## config.mk

```make
export PLATFORM = sky130hd
export DESIGN_NAME = dslas_central_flat
export DESIGN_NICKNAME = d
export VERILOG_FILES = /design/src/rtl/dslas_pkg.sv /design/src/rtl/dslas_link_if.sv /design/src/rtl/dslas_central.sv /design/src/flat_wrapper.sv
export SDC_FILE = /design/constraint.sdc
export NUM_CORES = 1
export LEC_CHECK = 0
export ABC_CLOCK_PERIOD_IN_PS = 4300
export BUFFER_PORTS_ARGS = -buffer_cell sky130_fd_sc_hd__buf_4
export CAP_MARGIN = 25
export CORE_UTILIZATION = 35
export CTS_BUF_LIST = sky130_fd_sc_hd__clkbuf_16
export DETAILED_ROUTE_END_ITERATION = 10
export PLACE_DENSITY = 0.51
export SYNTH_ARGS = -nofsm -noshare
export SYNTH_HDL_FRONTEND = slang
export SYNTH_SLANG_ARGS = --single-unit
```

## constraint.sdc

```tcl
create_clock -name core_clk_i -period 4.3 [get_ports core_clk_i]
set_input_delay 0.215 -clock core_clk_i [delete_from_list [all_inputs] [get_ports core_clk_i]]
set_output_delay 0.215 -clock core_clk_i [all_outputs]
set_load 0.02 [all_outputs]
```

## src/rtl/dslas_pkg.sv

```systemverilog
/*
 * Shared constants, state encodings and the backoff selector for the
 * activation sequencer ends.
 * Assumes a single 200 MHz core clock on both ends.
 */
package dslas_pkg;

    // ------------------------------------------------------------
    // Timing figures
    // ------------------------------------------------------------
    typedef logic [35:0] dslas_cnt_t;

    localparam longint CLK_HZ          = 200000000;
    localparam longint CYC_PER_MS      = CLK_HZ / 1000;
    localparam longint T_PREGAP_MS     = 300;
    localparam longint T_BETA_UNIT_MS  = 1000;
    localparam longint T_CRSC_MS       = 500;
    localparam longint T_PLL_MS        = 5000;
    localparam longint T_SILENCE_MS    = 2000;
    localparam longint T_PAYLOAD_MS    = 1000;
    localparam longint T_GLOBAL_MS     = 30000;

    localparam dslas_cnt_t PREGAP_CYC  = dslas_cnt_t'(T_PREGAP_MS * CYC_PER_MS);
    localparam dslas_cnt_t BETA_CYC    = dslas_cnt_t'(T_BETA_UNIT_MS * CYC_PER_MS);
    localparam dslas_cnt_t CRSC_CYC    = dslas_cnt_t'(T_CRSC_MS * CYC_PER_MS);
    localparam dslas_cnt_t PLL_CYC     = dslas_cnt_t'(T_PLL_MS * CYC_PER_MS);
    localparam dslas_cnt_t SILENCE_CYC = dslas_cnt_t'(T_SILENCE_MS * CYC_PER_MS);
    localparam dslas_cnt_t PAYLOAD_CYC = dslas_cnt_t'(T_PAYLOAD_MS * CYC_PER_MS);
    localparam dslas_cnt_t GLOBAL_CYC  = dslas_cnt_t'(T_GLOBAL_MS * CYC_PER_MS);
    localparam logic [3:0] ACT_BETAS   = 4'hF;
    localparam logic [5:0] BETA_N_LIM  = 6'h0C;

    // ------------------------------------------------------------
    // Backoff
    // ------------------------------------------------------------
    localparam logic [4:0] PBO_MAX     = 5'h1F;
    localparam logic [4:0] PBO_DFLT_LO = 5'h06;
    localparam logic [4:0] PBO_NONE    = 5'h00;

    // Width of the result bounds it at the maximum backoff
    function automatic logic [4:0] dslas_pbo_sel(
        input logic signed [7:0] tx_dbm,
        input logic signed [7:0] rx_dbm,
        input logic [4:0]        req);
        logic signed [8:0] loss;
        logic [4:0]        dflt;
        loss = $signed({tx_dbm[7], tx_dbm}) - $signed({rx_dbm[7], rx_dbm});
        if (loss > 9'sh006)
            dflt = PBO_NONE;
        else if (loss < 9'sh001)
            dflt = PBO_DFLT_LO;
        else
            dflt = 5'(9'sh007 - loss);
        return (req > dflt) ? req : dflt;
    endfunction

    // ------------------------------------------------------------
    // States
    // ------------------------------------------------------------
    typedef enum logic [2:0] {
        CS_IDLE = 3'h0, CS_PREACT = 3'h1, CS_WAIT_CR = 3'h3, CS_CR_ON = 3'h2,
        CS_GAP  = 3'h6, CS_SC     = 3'h7, CS_DATA    = 3'h5, CS_EXCEPT = 3'h4
    } dslas_cst_t;

    typedef enum logic [2:0] {
        RS_IDLE = 3'h0, RS_PREACT = 3'h1, RS_PREGAP = 3'h3, RS_CR   = 3'h2,
        RS_WAIT = 3'h6, RS_SR     = 3'h7, RS_DATA   = 3'h5, RS_EXCEPT = 3'h4
    } dslas_rst_t;

endpackage

```

## src/rtl/dslas_link_if.sv

```systemverilog
/*
 * Loop-side link between the central and remote ends.
 * Assumes both ends share core_clk; the bench joins the two modports.
 */
`timescale 1ns/1ps
`default_nettype none

interface dslas_link_if;
    logic       c_on;
    logic       c_bit;
    logic [4:0] c_pbo;
    logic       r_on;
    logic       r_bit;
    logic [4:0] r_pbo;

    modport central (output c_on, output c_bit, output c_pbo,
                     input r_on, input r_bit, input r_pbo);
    modport remote  (output r_on, output r_bit, output r_pbo,
                     input c_on, input c_bit, input c_pbo);
endinterface

`default_nettype wire

```

## src/rtl/dslas_central.sv

```systemverilog
/*
 * Central end of the activation sequencer: backoff choice, reply
 * signal timing, timeouts and exception handling.
 * Assumes a scrambler downstream of link.c_bit and a synchronous clock.
 */
// Functional notes
// - both ends select and exchange backoff value
// - loss equals transmit minus estimated receive power
// - backoff between band default and 31 dB
// - default backoff 0 to 6 by band
// - one bit per symbol, two-level
// - all-ones source feeds scrambler
// - four-wire: user data after both pairs
// - preactivation plus activation within 30 s
// - remote first signal 0.3 s, lasts beta
// - remote first signal all-ones, upstream mask
// - central reply all-ones after remote signal
// - reply starts 500 ms after remote end
// - remote second signal 1.5 beta later
// - at most 15 beta to data
// - payload valid within 1 s
// - silent 2 s after exception
// - remote lock within 5 s of reply
// - beta 1 above n 12, else 2
// - unconverged reply enters exception
// - exception: silence, far quiet, preactivate
// - timeouts or abnormal events cause exception
`timescale 1ns/1ps
`default_nettype none

module dslas_central
    import dslas_pkg::*;
#(
    parameter dslas_cnt_t P_CRSC    = CRSC_CYC,
    parameter dslas_cnt_t P_PLL     = PLL_CYC,
    parameter dslas_cnt_t P_SILENCE = SILENCE_CYC,
    parameter dslas_cnt_t P_BETA    = BETA_CYC,
    parameter dslas_cnt_t P_GLOBAL  = GLOBAL_CYC,
    parameter dslas_cnt_t P_PAYLOAD = PAYLOAD_CYC
) (
    input  wire logic              core_clk_i,
    input  wire logic              reset_n_i,
    input  wire logic              ce_i,
    input  wire logic              start_i,
    input  wire logic              preact_done_i,
    input  wire logic signed [7:0] tx_dbm_i,
    input  wire logic signed [7:0] rx_est_dbm_i,
    input  wire logic [4:0]        pbo_req_i,
    input  wire logic [5:0]        rate_mult_i,
    input  wire logic              converged_i,
    input  wire logic              abnormal_i,
    input  wire logic              framer_sync_i,
    input  wire logic              four_wire_i,
    input  wire logic              other_pair_done_i,
    input  wire logic              user_bit_i,
    dslas_link_if.central          link,
    output logic [2:0]             state_o,
    output logic [4:0]             pbo_o,
    output logic [4:0]             far_pbo_o,
    output logic                   data_mode_o,
    output logic                   user_data_en_o,
    output logic                   payload_valid_o,
    output logic                   exception_o
);

    // ------------------------------------------------------------
    // Declarations
    // ------------------------------------------------------------
    dslas_cst_t state_r;
    dslas_cst_t state_nxt;
    dslas_cnt_t ph_r;
    dslas_cnt_t act_r;
    dslas_cnt_t glb_r;
    dslas_cnt_t unit;
    dslas_cnt_t act_lim;
    logic [4:0] pbo_r;
    logic [4:0] far_pbo_r;
    logic       tx_on_r;
    logic       tx_bit_r;
    logic       pv_r;
    logic       in_train;
    logic       in_core;
    logic       fault;
    logic       both_pairs;

    // ------------------------------------------------------------
    // Scaled limits
    // ------------------------------------------------------------
    assign unit       = (rate_mult_i > BETA_N_LIM) ? P_BETA : (P_BETA << 1);
    assign act_lim    = dslas_cnt_t'(unit * ACT_BETAS);
    assign in_train   = (state_r == CS_PREACT) || in_core;
    assign in_core    = (state_r == CS_WAIT_CR) || (state_r == CS_CR_ON)
                     || (state_r == CS_GAP) || (state_r == CS_SC);
    assign both_pairs = !four_wire_i || other_pair_done_i;

    always_comb begin
        fault = 1'b0;
        if (in_train) begin
            fault = abnormal_i || (glb_r >= P_GLOBAL - 1);
            if (state_r != CS_PREACT && state_r != CS_WAIT_CR
                && act_r >= act_lim - 1)
                fault = 1'b1;
        end else if (state_r == CS_DATA) begin
            fault = abnormal_i || (!framer_sync_i && ph_r >= P_PAYLOAD - 1);
        end
    end

    // ------------------------------------------------------------
    // Sequencer
    // ------------------------------------------------------------
    always_comb begin
        state_nxt = state_r;
        case (state_r)
            CS_IDLE: begin
                if (start_i)
                    state_nxt = CS_PREACT;
            end
            CS_PREACT: begin
                if (preact_done_i)
                    state_nxt = CS_WAIT_CR;
            end
            CS_WAIT_CR: begin
                if (link.r_on)
                    state_nxt = CS_CR_ON;
            end
            CS_CR_ON: begin
                if (!link.r_on)
                    state_nxt = CS_GAP;
            end
            CS_GAP: begin
                if (ph_r >= P_CRSC - 1)
                    state_nxt = CS_SC;
            end
            CS_SC: begin
                if (ph_r >= P_PLL - 1)
                    state_nxt = converged_i ? CS_DATA : CS_EXCEPT;
            end
            CS_DATA: begin
                state_nxt = CS_DATA;
            end
            CS_EXCEPT: begin
                if (ph_r >= P_SILENCE - 1 && !link.r_on)
                    state_nxt = CS_PREACT;
            end
            default: begin
                state_nxt = CS_IDLE;
            end
        endcase
        if (fault)
            state_nxt = CS_EXCEPT;
    end

    always_ff @(posedge core_clk_i) begin
        if (!reset_n_i)
            state_r <= CS_IDLE;
        else if (ce_i)
            state_r <= state_nxt;
    end

    // ------------------------------------------------------------
    // Interval timers
    // ------------------------------------------------------------
    always_ff @(posedge core_clk_i) begin
        if (!reset_n_i)
            ph_r <= '0;
        else if (ce_i) begin
            if (state_nxt != state_r)
                ph_r <= '0;
            else if (ph_r != '1)
                ph_r <= ph_r + 36'h0_0000_0001;
        end
    end

    always_ff @(posedge core_clk_i) begin
        if (!reset_n_i)
            act_r <= '0;
        else if (ce_i) begin
            if (state_nxt == CS_CR_ON && state_r == CS_WAIT_CR)
                act_r <= '0;
            else if (in_core)
                act_r <= act_r + 36'h0_0000_0001;
        end
    end

    always_ff @(posedge core_clk_i) begin
        if (!reset_n_i)
            glb_r <= '0;
        else if (ce_i) begin
            if (state_nxt == CS_PREACT && state_r != CS_PREACT)
                glb_r <= '0;
            else if (in_train)
                glb_r <= glb_r + 36'h0_0000_0001;
        end
    end

    // ------------------------------------------------------------
    // Backoff choice and exchange
    // ------------------------------------------------------------
    always_ff @(posedge core_clk_i) begin
        if (!reset_n_i) begin
            pbo_r     <= PBO_DFLT_LO;
            far_pbo_r <= PBO_NONE;
        end else if (ce_i && state_r == CS_PREACT) begin
            pbo_r <= dslas_pbo_sel(tx_dbm_i, rx_est_dbm_i, pbo_req_i);
            if (preact_done_i)
                far_pbo_r <= link.r_pbo;
        end
    end

    // ------------------------------------------------------------
    // Transmit side
    // ------------------------------------------------------------
    always_ff @(posedge core_clk_i) begin
        if (!reset_n_i) begin
            tx_on_r  <= 1'b0;
            tx_bit_r <= 1'b0;
        end else if (ce_i) begin
            tx_on_r <= (state_nxt == CS_SC) || (state_nxt == CS_DATA);
            if (state_nxt == CS_SC)
                tx_bit_r <= 1'b1;
            else if (state_nxt == CS_DATA)
                tx_bit_r <= user_bit_i && both_pairs;
            else
                tx_bit_r <= 1'b0;
        end
    end

    always_ff @(posedge core_clk_i) begin
        if (!reset_n_i)
            pv_r <= 1'b0;
        else if (ce_i)
            pv_r <= (state_nxt == CS_DATA) && framer_sync_i;
    end

    // ------------------------------------------------------------
    // Outputs
    // ------------------------------------------------------------
    assign link.c_on       = tx_on_r;
    assign link.c_bit      = tx_bit_r;
    assign link.c_pbo      = pbo_r;
    assign state_o         = state_r;
    assign pbo_o           = pbo_r;
    assign far_pbo_o       = far_pbo_r;
    assign data_mode_o     = (state_r == CS_DATA);
    assign user_data_en_o  = (state_r == CS_DATA) && both_pairs;
    assign payload_valid_o = pv_r;
    assign exception_o     = (state_r == CS_EXCEPT);

endmodule // dslas_central

`default_nettype wire

```

## src/flat_wrapper.sv

```systemverilog
// flat-port wrapper written by rule: the top's interface ports become plain ports
module dslas_central_flat import dslas_pkg::*;
#(
    parameter dslas_cnt_t P_CRSC    = CRSC_CYC,
    parameter dslas_cnt_t P_PLL     = PLL_CYC,
    parameter dslas_cnt_t P_SILENCE = SILENCE_CYC,
    parameter dslas_cnt_t P_BETA    = BETA_CYC,
    parameter dslas_cnt_t P_GLOBAL  = GLOBAL_CYC,
    parameter dslas_cnt_t P_PAYLOAD = PAYLOAD_CYC
)
  (core_clk_i, reset_n_i, ce_i, start_i, preact_done_i, tx_dbm_i, rx_est_dbm_i, pbo_req_i, rate_mult_i, converged_i, abnormal_i, framer_sync_i, four_wire_i, other_pair_done_i, user_bit_i, state_o, pbo_o, far_pbo_o, data_mode_o, user_data_en_o, payload_valid_o, exception_o, link_c_on, link_c_bit, link_c_pbo, link_r_on, link_r_bit, link_r_pbo);
  dslas_link_if link_i ();
  input  wire logic core_clk_i;
  input  wire logic reset_n_i;
  input  wire logic ce_i;
  input  wire logic start_i;
  input  wire logic preact_done_i;
  input  wire logic signed [7:0] tx_dbm_i;
  input  wire logic signed [7:0] rx_est_dbm_i;
  input  wire logic [4:0] pbo_req_i;
  input  wire logic [5:0] rate_mult_i;
  input  wire logic converged_i;
  input  wire logic abnormal_i;
  input  wire logic framer_sync_i;
  input  wire logic four_wire_i;
  input  wire logic other_pair_done_i;
  input  wire logic user_bit_i;
  output logic [2:0] state_o;
  output logic [4:0] pbo_o;
  output logic [4:0] far_pbo_o;
  output logic data_mode_o;
  output logic user_data_en_o;
  output logic payload_valid_o;
  output logic exception_o;
  output wire logic [$bits(link_i.c_on)-1:0] link_c_on;
  output wire logic [$bits(link_i.c_bit)-1:0] link_c_bit;
  output wire logic [$bits(link_i.c_pbo)-1:0] link_c_pbo;
  input wire logic [$bits(link_i.r_on)-1:0] link_r_on;
  input wire logic [$bits(link_i.r_bit)-1:0] link_r_bit;
  input wire logic [$bits(link_i.r_pbo)-1:0] link_r_pbo;
  assign link_c_on = link_i.c_on;
  assign link_c_bit = link_i.c_bit;
  assign link_c_pbo = link_i.c_pbo;
  assign link_i.r_on = link_r_on;
  assign link_i.r_bit = link_r_bit;
  assign link_i.r_pbo = link_r_pbo;
  dslas_central #(.P_CRSC(P_CRSC), .P_PLL(P_PLL), .P_SILENCE(P_SILENCE), .P_BETA(P_BETA), .P_GLOBAL(P_GLOBAL), .P_PAYLOAD(P_PAYLOAD)) u_core (.core_clk_i(core_clk_i), .reset_n_i(reset_n_i), .ce_i(ce_i), .start_i(start_i), .preact_done_i(preact_done_i), .tx_dbm_i(tx_dbm_i), .rx_est_dbm_i(rx_est_dbm_i), .pbo_req_i(pbo_req_i), .rate_mult_i(rate_mult_i), .converged_i(converged_i), .abnormal_i(abnormal_i), .framer_sync_i(framer_sync_i), .four_wire_i(four_wire_i), .other_pair_done_i(other_pair_done_i), .user_bit_i(user_bit_i), .link(link_i), .state_o(state_o), .pbo_o(pbo_o), .far_pbo_o(far_pbo_o), .data_mode_o(data_mode_o), .user_data_en_o(user_data_en_o), .payload_valid_o(payload_valid_o), .exception_o(exception_o));
endmodule
```

=== Word level (Yosys, flattened, before mapping) ===
Cells that the tools add are included.

* Flip-flop bits (word level): 124
* Bits of input ports: 45
* Output and inout port bits: 24
* Logic and storage cells: 97

* Add/subtract/negate cells: 6
* Multiply operators: 1
* $lt $le $gt $ge: 10
* Equal/unequal tests: 15
* Multiplexer cells: 27
* Reduce and logical (&&, ||, !) cells: 29

{| class="wikitable"
|+ Operators by type and width
! operator !! count
|-
| two-way mux 36 bit || 6
|-
| adder 36 x 1 -> 36 bit, second input constant || 3
|-
| greater-or-equal comparator 36 x 27 -> 1 bit, second input constant || 1
|-
| greater-or-equal comparator 36 x 28 -> 1 bit, second input constant || 1
|-
| greater-or-equal comparator 36 x 29 -> 1 bit, second input constant || 1
|-
| greater-or-equal comparator 36 x 30 -> 1 bit, second input constant || 1
|-
| greater-or-equal comparator 36 x 33 -> 1 bit, second input constant || 1
|-
| greater-or-equal comparator 36 bit || 1
|-
| multiplier 36 x 4 -> 36 bit, second input constant || 1
|-
| inequality test 36 bit, second input constant || 1
|-
| subtractor 36 x 1 -> 36 bit, second input constant || 1
|-
| two-way mux 29 bit || 1
|-
| two-way mux 5 bit || 5
|-
| two-way mux 3 bit || 8
|-
| case mux 3 bit (8 select lines) || 1
|-
| equality test 3 bit, second input constant || 6
|-
| logical AND 1 bit || 10
|-
| equality test 3 x 2 -> 1 bit, second input constant || 3
|-
| > comparator 9 x 4 -> 1 bit, second input constant || 1
|-
| less-than comparator 9 x 2 -> 1 bit, second input constant || 1
|-
| subtractor 8 x 8 -> 9 bit || 1
|-
| logical OR 1 bit || 8
|-
| AND reduction 2 bit || 4
|-
| equality test 3 x 1 -> 1 bit, second input constant || 2
|-
| other kinds (10) || 19
|}

=== Logic depth before layout (Yosys ltp) ===
* Depth after elaboration: 13
* Depth in mapped cells: 23
* Depth with buffers taken out: 23

=== Least setup slack after synthesis ===
Ideal clock, no wire load.

* Path kind: input to register
* Start: in tx_dbm_i[0]
* End: reg u_core.pbo_r[3] (netlist: u_core.link.c_pbo[3])
* Library setup time: 132 ps
* Arrival: 3722 ps
* Required time: 4168 ps
* Setup slack: 446 ps
* Cell stages on the path: 23
* Buffers on the path: 0
* Cell sequence: inv_1 ha_1 inv_1 fa_1 a21o_1 a21oi_1 xnor2_1 ha_1 a32oi_1 nor4_1 nor2b_1 nor2_1 ha_1 nor2b_1 o21a_1 o21ai_0 nand2b_1 a21oi_1 a31oi_1 inv_1 or3_1 o211ai_1 a31oi_1

* Longest elaborated chain between the ends: 8
* Elaborated cells between the ends (all ways): 10
* Classes of those cells: 2 x add/sub; 3 x order compare; 5 x mux

{| class="wikitable"
|+ RTL lines
! element !! RTL line !! text
|-
| start, declared || flat_wrapper.sv:18 || <nowiki>input wire logic signed [7:0] tx_dbm_i;</nowiki>
|-
| subtractor 8 x 8 -> 9 bit * || dslas_pkg.sv:47 || <nowiki>loss = $signed({tx_dbm[7], tx_dbm}) - $signed({rx_dbm[7], rx_dbm});</nowiki>
|-
| less-than comparator 9 x 2 -> 1 bit or subtractor 4 x 5 -> 5 bit (tied branches) || dslas_pkg.sv:50, dslas_pkg.sv:53 ||
|-
| two-way mux 5 bit || dslas_pkg.sv:50 || <nowiki>else if (loss < 9'sh001)</nowiki>
|-
| two-way mux 5 bit * || dslas_pkg.sv:48 || <nowiki>if (loss > 9'sh006)</nowiki>
|-
| two-way mux 5 bit * || dslas_central.sv:203 || <nowiki>end else if (ce_i && state_r == CS_PREACT) begin</nowiki>
|-
| two-way mux 5 bit * || dslas_central.sv:200 || <nowiki>if (!reset_n_i) begin</nowiki>
|-
| > comparator 5 bit || dslas_pkg.sv:54 || <nowiki>return (req > dflt) ? req : dflt;</nowiki>
|-
| two-way mux 5 bit * || dslas_pkg.sv:54 ||
|-
| end signal, assigned || dslas_central.sv:204 || <nowiki>pbo_r <= dslas_pbo_sel(tx_dbm_i, rx_est_dbm_i, pbo_req_i);</nowiki>
|-
| end, declared || dslas_central.sv:76 || <nowiki>logic [4:0] pbo_r;</nowiki>
|}

Mark *: on every way between the ends. The rest lies on a longest branch, timed or not. The select of a mux whose other input is x is not followed.
A chain may end at the register's enable or synchronous reset.

=== Final worst setup path ===
* Start: reg u_core.ph_r[0]
* End: reg u_core.ph_r[10]

* Longest elaborated chain between the ends: 9
* Elaborated cells between the ends (all ways): 21
* Classes of those cells: 1 x add/sub; 4 x order compare; 2 x eq/ne; 9 x mux; 5 x reduce/logical

{| class="wikitable"
|+ RTL lines
! element !! RTL line !! text
|-
| start, declared || dslas_central.sv:71 || <nowiki>dslas_cnt_t ph_r;</nowiki>
|-
| start signal, assigned || dslas_central.sv:170 || <nowiki>ph_r <= ph_r + 36'h0_0000_0001;</nowiki>
|-
| branches (longest 9 deep; another with greater-or-equal comparator 36 x 29 -> 1 bit) || -- ||
|}

Several ways; the timed one is not identified. The select of a mux whose other input is x is not followed.

==> results by group <==
Outcome
  • Status: finished, final reports clean

STA
  • Final Hold Fails: 0
  • RSZ-0062 raised after global routing: false
  • Slew Limit Fails: 0
  • Setup Skew: between 0.009 and 0.01 ns
  • Fmax achieved: around 270 MHz
  • Crit share post-route: approximately 90%
  • Final worst path period need: 3.772 ns
  • Worst-Margin Slew: about 0.78 ns
  • Final setup viols: 0
  • Total Neg Setup Slack: 0 ns
  • Rel. slew slack: between 40% and 50%

Power
  • Power per Cell Area: 340.1 mW/mm^2
  • Static leakage: around 3.4 nW
  • VDD IR max: between 200 and 250 uV

Die
  • Chip height: between 100 and 150 um
  • Site Rows: 53
  • Die ar.: 0.02245 mm^2
  • Core footprint: between 0.02 and 0.025 mm^2
  • Initial core utilization: between 30% and 40%
  • Io pins: slightly below 70
  • Die width: approximately 150 um

Final layout
  • Antenna diodes: 0
  • Filler instances: 2251
  • Nets: between 1000 and 1500
  • Final Core Density: around 43%
  • Layout cells sized above 1: between 10 and 15%
  • Register Area: ~0.0025 mm^2
  • Area occupied by multi-input gates: just under 0.005 mm^2
  • Layout area overhead: 18.06%

Min path
  • WHS Endpoint: u_core.far_pbo_o[3]
  • Hold Crit Class: in2reg
  • Min-delay src: link_r_pbo[3]
  • Hold depth: 3

Worst setup path
  • CP Buf/Inv Count: 1
  • Slowest library cell on the worst path: or2_1
  • R2R Path Start: u_core.ph_r[0]
  • Startpoint types: register
  • Type of the worst setup path: reg2reg
  • R2R Setup Slk: between 0.5 and 0.6 ns
  • Crit end category: register
  • Max Fanout on Critical Path: 14
  • FF-to-FF End: u_core.ph_r[10]
  • WP data required: around 4.6 ns
  • Worst Path Arrival: ~4.1 ns
  • Worst-path cell chain: ha_1, and4_1, nand3_1, a211oi_1, o21ai_0, and3_1, o21ai_1, o22a_1, or2_1, buf_4, nor4_1, o31a_1
  • Crit path largest cell delay: 0.53 ns
  • Cells on worst reg2reg path: 12
  • Crit path max-delay family: compound AO/OA/AOI/OAI gates

Logic synthesis
  • Mapped Nets: roughly 1100
  • Number of synthesized flops with an enable pin: 0
  • Mean Syn Cell Area: just under 8 um^2
  • Share of the synthesized area in the top cell type: between 30% and 40%
  • Sequential-to-total area share from yosys stat: 32.46%
  • #FFs+latches synth: 124
  • Distinct cells, synth: 65
  • Synth warnings: 0
  • Area contributors post-synth: dfxtp_1, nor2_1, xor2_1
  • Post-synth top area cell: dfxtp_1
  • Synth Instances: between 900 and 1000
  • Asr flop ratio synth: 0%
  • Ys flop type: dfxtp_1
  • Post-Syn Area: ~0.0076 mm^2

Drt
  • Wire per inst: approximately 15 um
  • DR pass1 iterations: 4
  • Initial drt markers: 386
  • Drc violations: 0
  • Post-DRT Antenna Nets: 0
  • Detailed-route via count: just over 7000
  • Via density: around 5.4
  • Wirelength, routed: ~21 mm

Clocking
  • TritonCTS clock tree: done
  • CTS clk-pin slew, worst paths: around 0.060 ns
  • Total CTS buffers: 17
  • CTS Root Buffer Type: clkbuf_16
  • Worst-Skew Late Latency: 0.43 ns
  • Setup bufs post-CTS: 0
  • Clock sinks: between 100 and 150
  • Post-CTS resize count: 0
  • CTS Buffer Depth: 2
  • Depth of the CTS H-tree: 4
  • Hold_buf cts: 0

GRT
  • Most Crowded Layer GR: met2
  • Initial antenna violation count: 0
  • Vias in the first global route: approximately 6700
  • Largest net degree at the start of global routing: 47
  • Grt met3 use: about 4.1%
  • First-pass GRT wire length: 34.43 mm
  • GR Layer Usage met2: between 20% and 30%
  • Grt ovf: 0
  • Routing usage on met1: 27.24%
  • Total Routing Usage GR: between 10% and 20%

Place
  • PortBufs: 67
  • RePlAce Congestion: a little under 0.8
  • Dpl hpwl: 14.51 mm

Job
  • Max-Cap Viols: 0
[worst register-to-register path: cells and delay by family (launching register included)]
kind | cells | cell delay (ns)
AO/OA/AOI/OAI | 5 | 1.43
adder cells (fa/ha/maj) | 1 | 0.26
buffers and inverters | 1 | 0.26
flip-flops | 1 | 0.39
AND/OR/NAND/NOR | 5 | 1.31
[cell type report]
type                       count  area share [%]
clock buffer                  17           4.711
clock inverter                15           1.829
inverter                      25           1.039
multi-input combinational    788           53.42
sequential                   124           27.49
tap                          275           3.810
timing repair buffer          91           7.704
[per-stage QoR]
step	worst slack, ns	hold slack (ns)	total power [mW]	cell area [um^2]	cells
floorplan	0.4459	0.3625	1.486	7649	995
global placement	0.1729	0.4450	1.658	8439	1303
detailed placement	0.1476	0.4515	1.656	8439	1303
CTS	0.6094	0.02405	3.115	9030	1335
global route	0.1954	0.03863	3.205	9030	1335
finish	0.5277	0.04440	3.071	9030	1335
[synth_stat cells (6+ instances only)]
master and number:
dfxtp_1 124, nor2_1 119, nand2_1 80, nand3_1 77, a21oi_1 60, xor2_1 49, nand4_1 45, clkbuf_1 42
and3_1 32, ha_1 32, o21ai_0 27, inv_1 25, nor2b_1 21, nor4_1 21, xnor2_1 21, and2_1 18
nor3_1 17, or3_1 15, nand2b_1 13, a31oi_1 10, or4_1 10, a211oi_1 7, buf_2 7, o21a_1 7
o21ai_1 7, o31ai_1 7, and4_1 6, or2_2 6
[cell usage in the layout, fill, tap and decap left out, types with 5 or more instances in the layout]
master	instances
a31oi_1	10
a21o_1	5
and2_1	18
nand2_1	80
or4_1	10
xor2_1	49
o21ai_1	6
ha_1	32
a211oi_1	7
o311ai_0	5
or2_2	6
dfxtp_1	124
xnor2_1	21
nand3_1	77
buf_4	90
nor2_1	119
nor4_1	21
nor3b_1	5
nor2b_1	21
or3_1	15
and3_1	32
o21ai_0	27
o31ai_1	7
nor3_1	17
clkinv_4	8
and4_1	6
a21oi_1	60
nand4_1	45
inv_1	25
clkbuf_16	17
nand2b_1	13
o21a_1	7
[registers in the layout, indices dropped and copies added (netlist names)]
| register | cells |
|---|---|
| u_core.act_r | 36 |
| u_core.far_pbo_o | 5 |
| u_core.glb_r | 36 |
| u_core.link.c_bit | 1 |
| u_core.link.c_on | 1 |
| u_core.link.c_pbo | 5 |
| u_core.payload_valid_o | 1 |
| u_core.ph_r | 36 |
| u_core.state_o | 3 |
[layer usage]
metal  part of all wire (%)  wire length (um)
met5                      0                 0
met4                    1.1               235
met3                    3.7               771
met2                     44              8979
met1                     51             10600
[where the power goes]
part	internal [mW]	switching, mW	leakage (nW)
registers	1.16	0.0149	1.00
logic	0.180	0.273	2.11
clock network	0.861	0.581	0.290
total	2.20	0.869	3.40
[kinds of logic after synthesis]
family                   synth area share [%]
adder cells (fa/ha/maj)                 5.496
AO/OA/AOI/OAI                           15.48
AND/OR/NAND/NOR                         33.50
buffers and inverters                   4.531
XOR/XNOR                                8.016
multiplexers                           0.5235
flip-flops                              32.46
[worst max-delay path by stage]
stage	start	slack [ns]	depth (start not counted)	to
6_report	u_core.ph_r[0]	0.53	12	u_core.ph_r[10]
5_1_grt	tx_dbm_i[0]	0.20	24	u_core.link.c_pbo[3]
3_3_place_gp	tx_dbm_i[0]	0.17	24	u_core.link.c_pbo[3]
2_1_floorplan	tx_dbm_i[0]	0.45	23	u_core.link.c_pbo[3]
4_1_cts	u_core.ph_r[0]	0.61	12	u_core.ph_r[10]
3_5_place_dp	tx_dbm_i[0]	0.15	24	u_core.link.c_pbo[3]
Note: power is estimated with default switching activity, not from simulation.
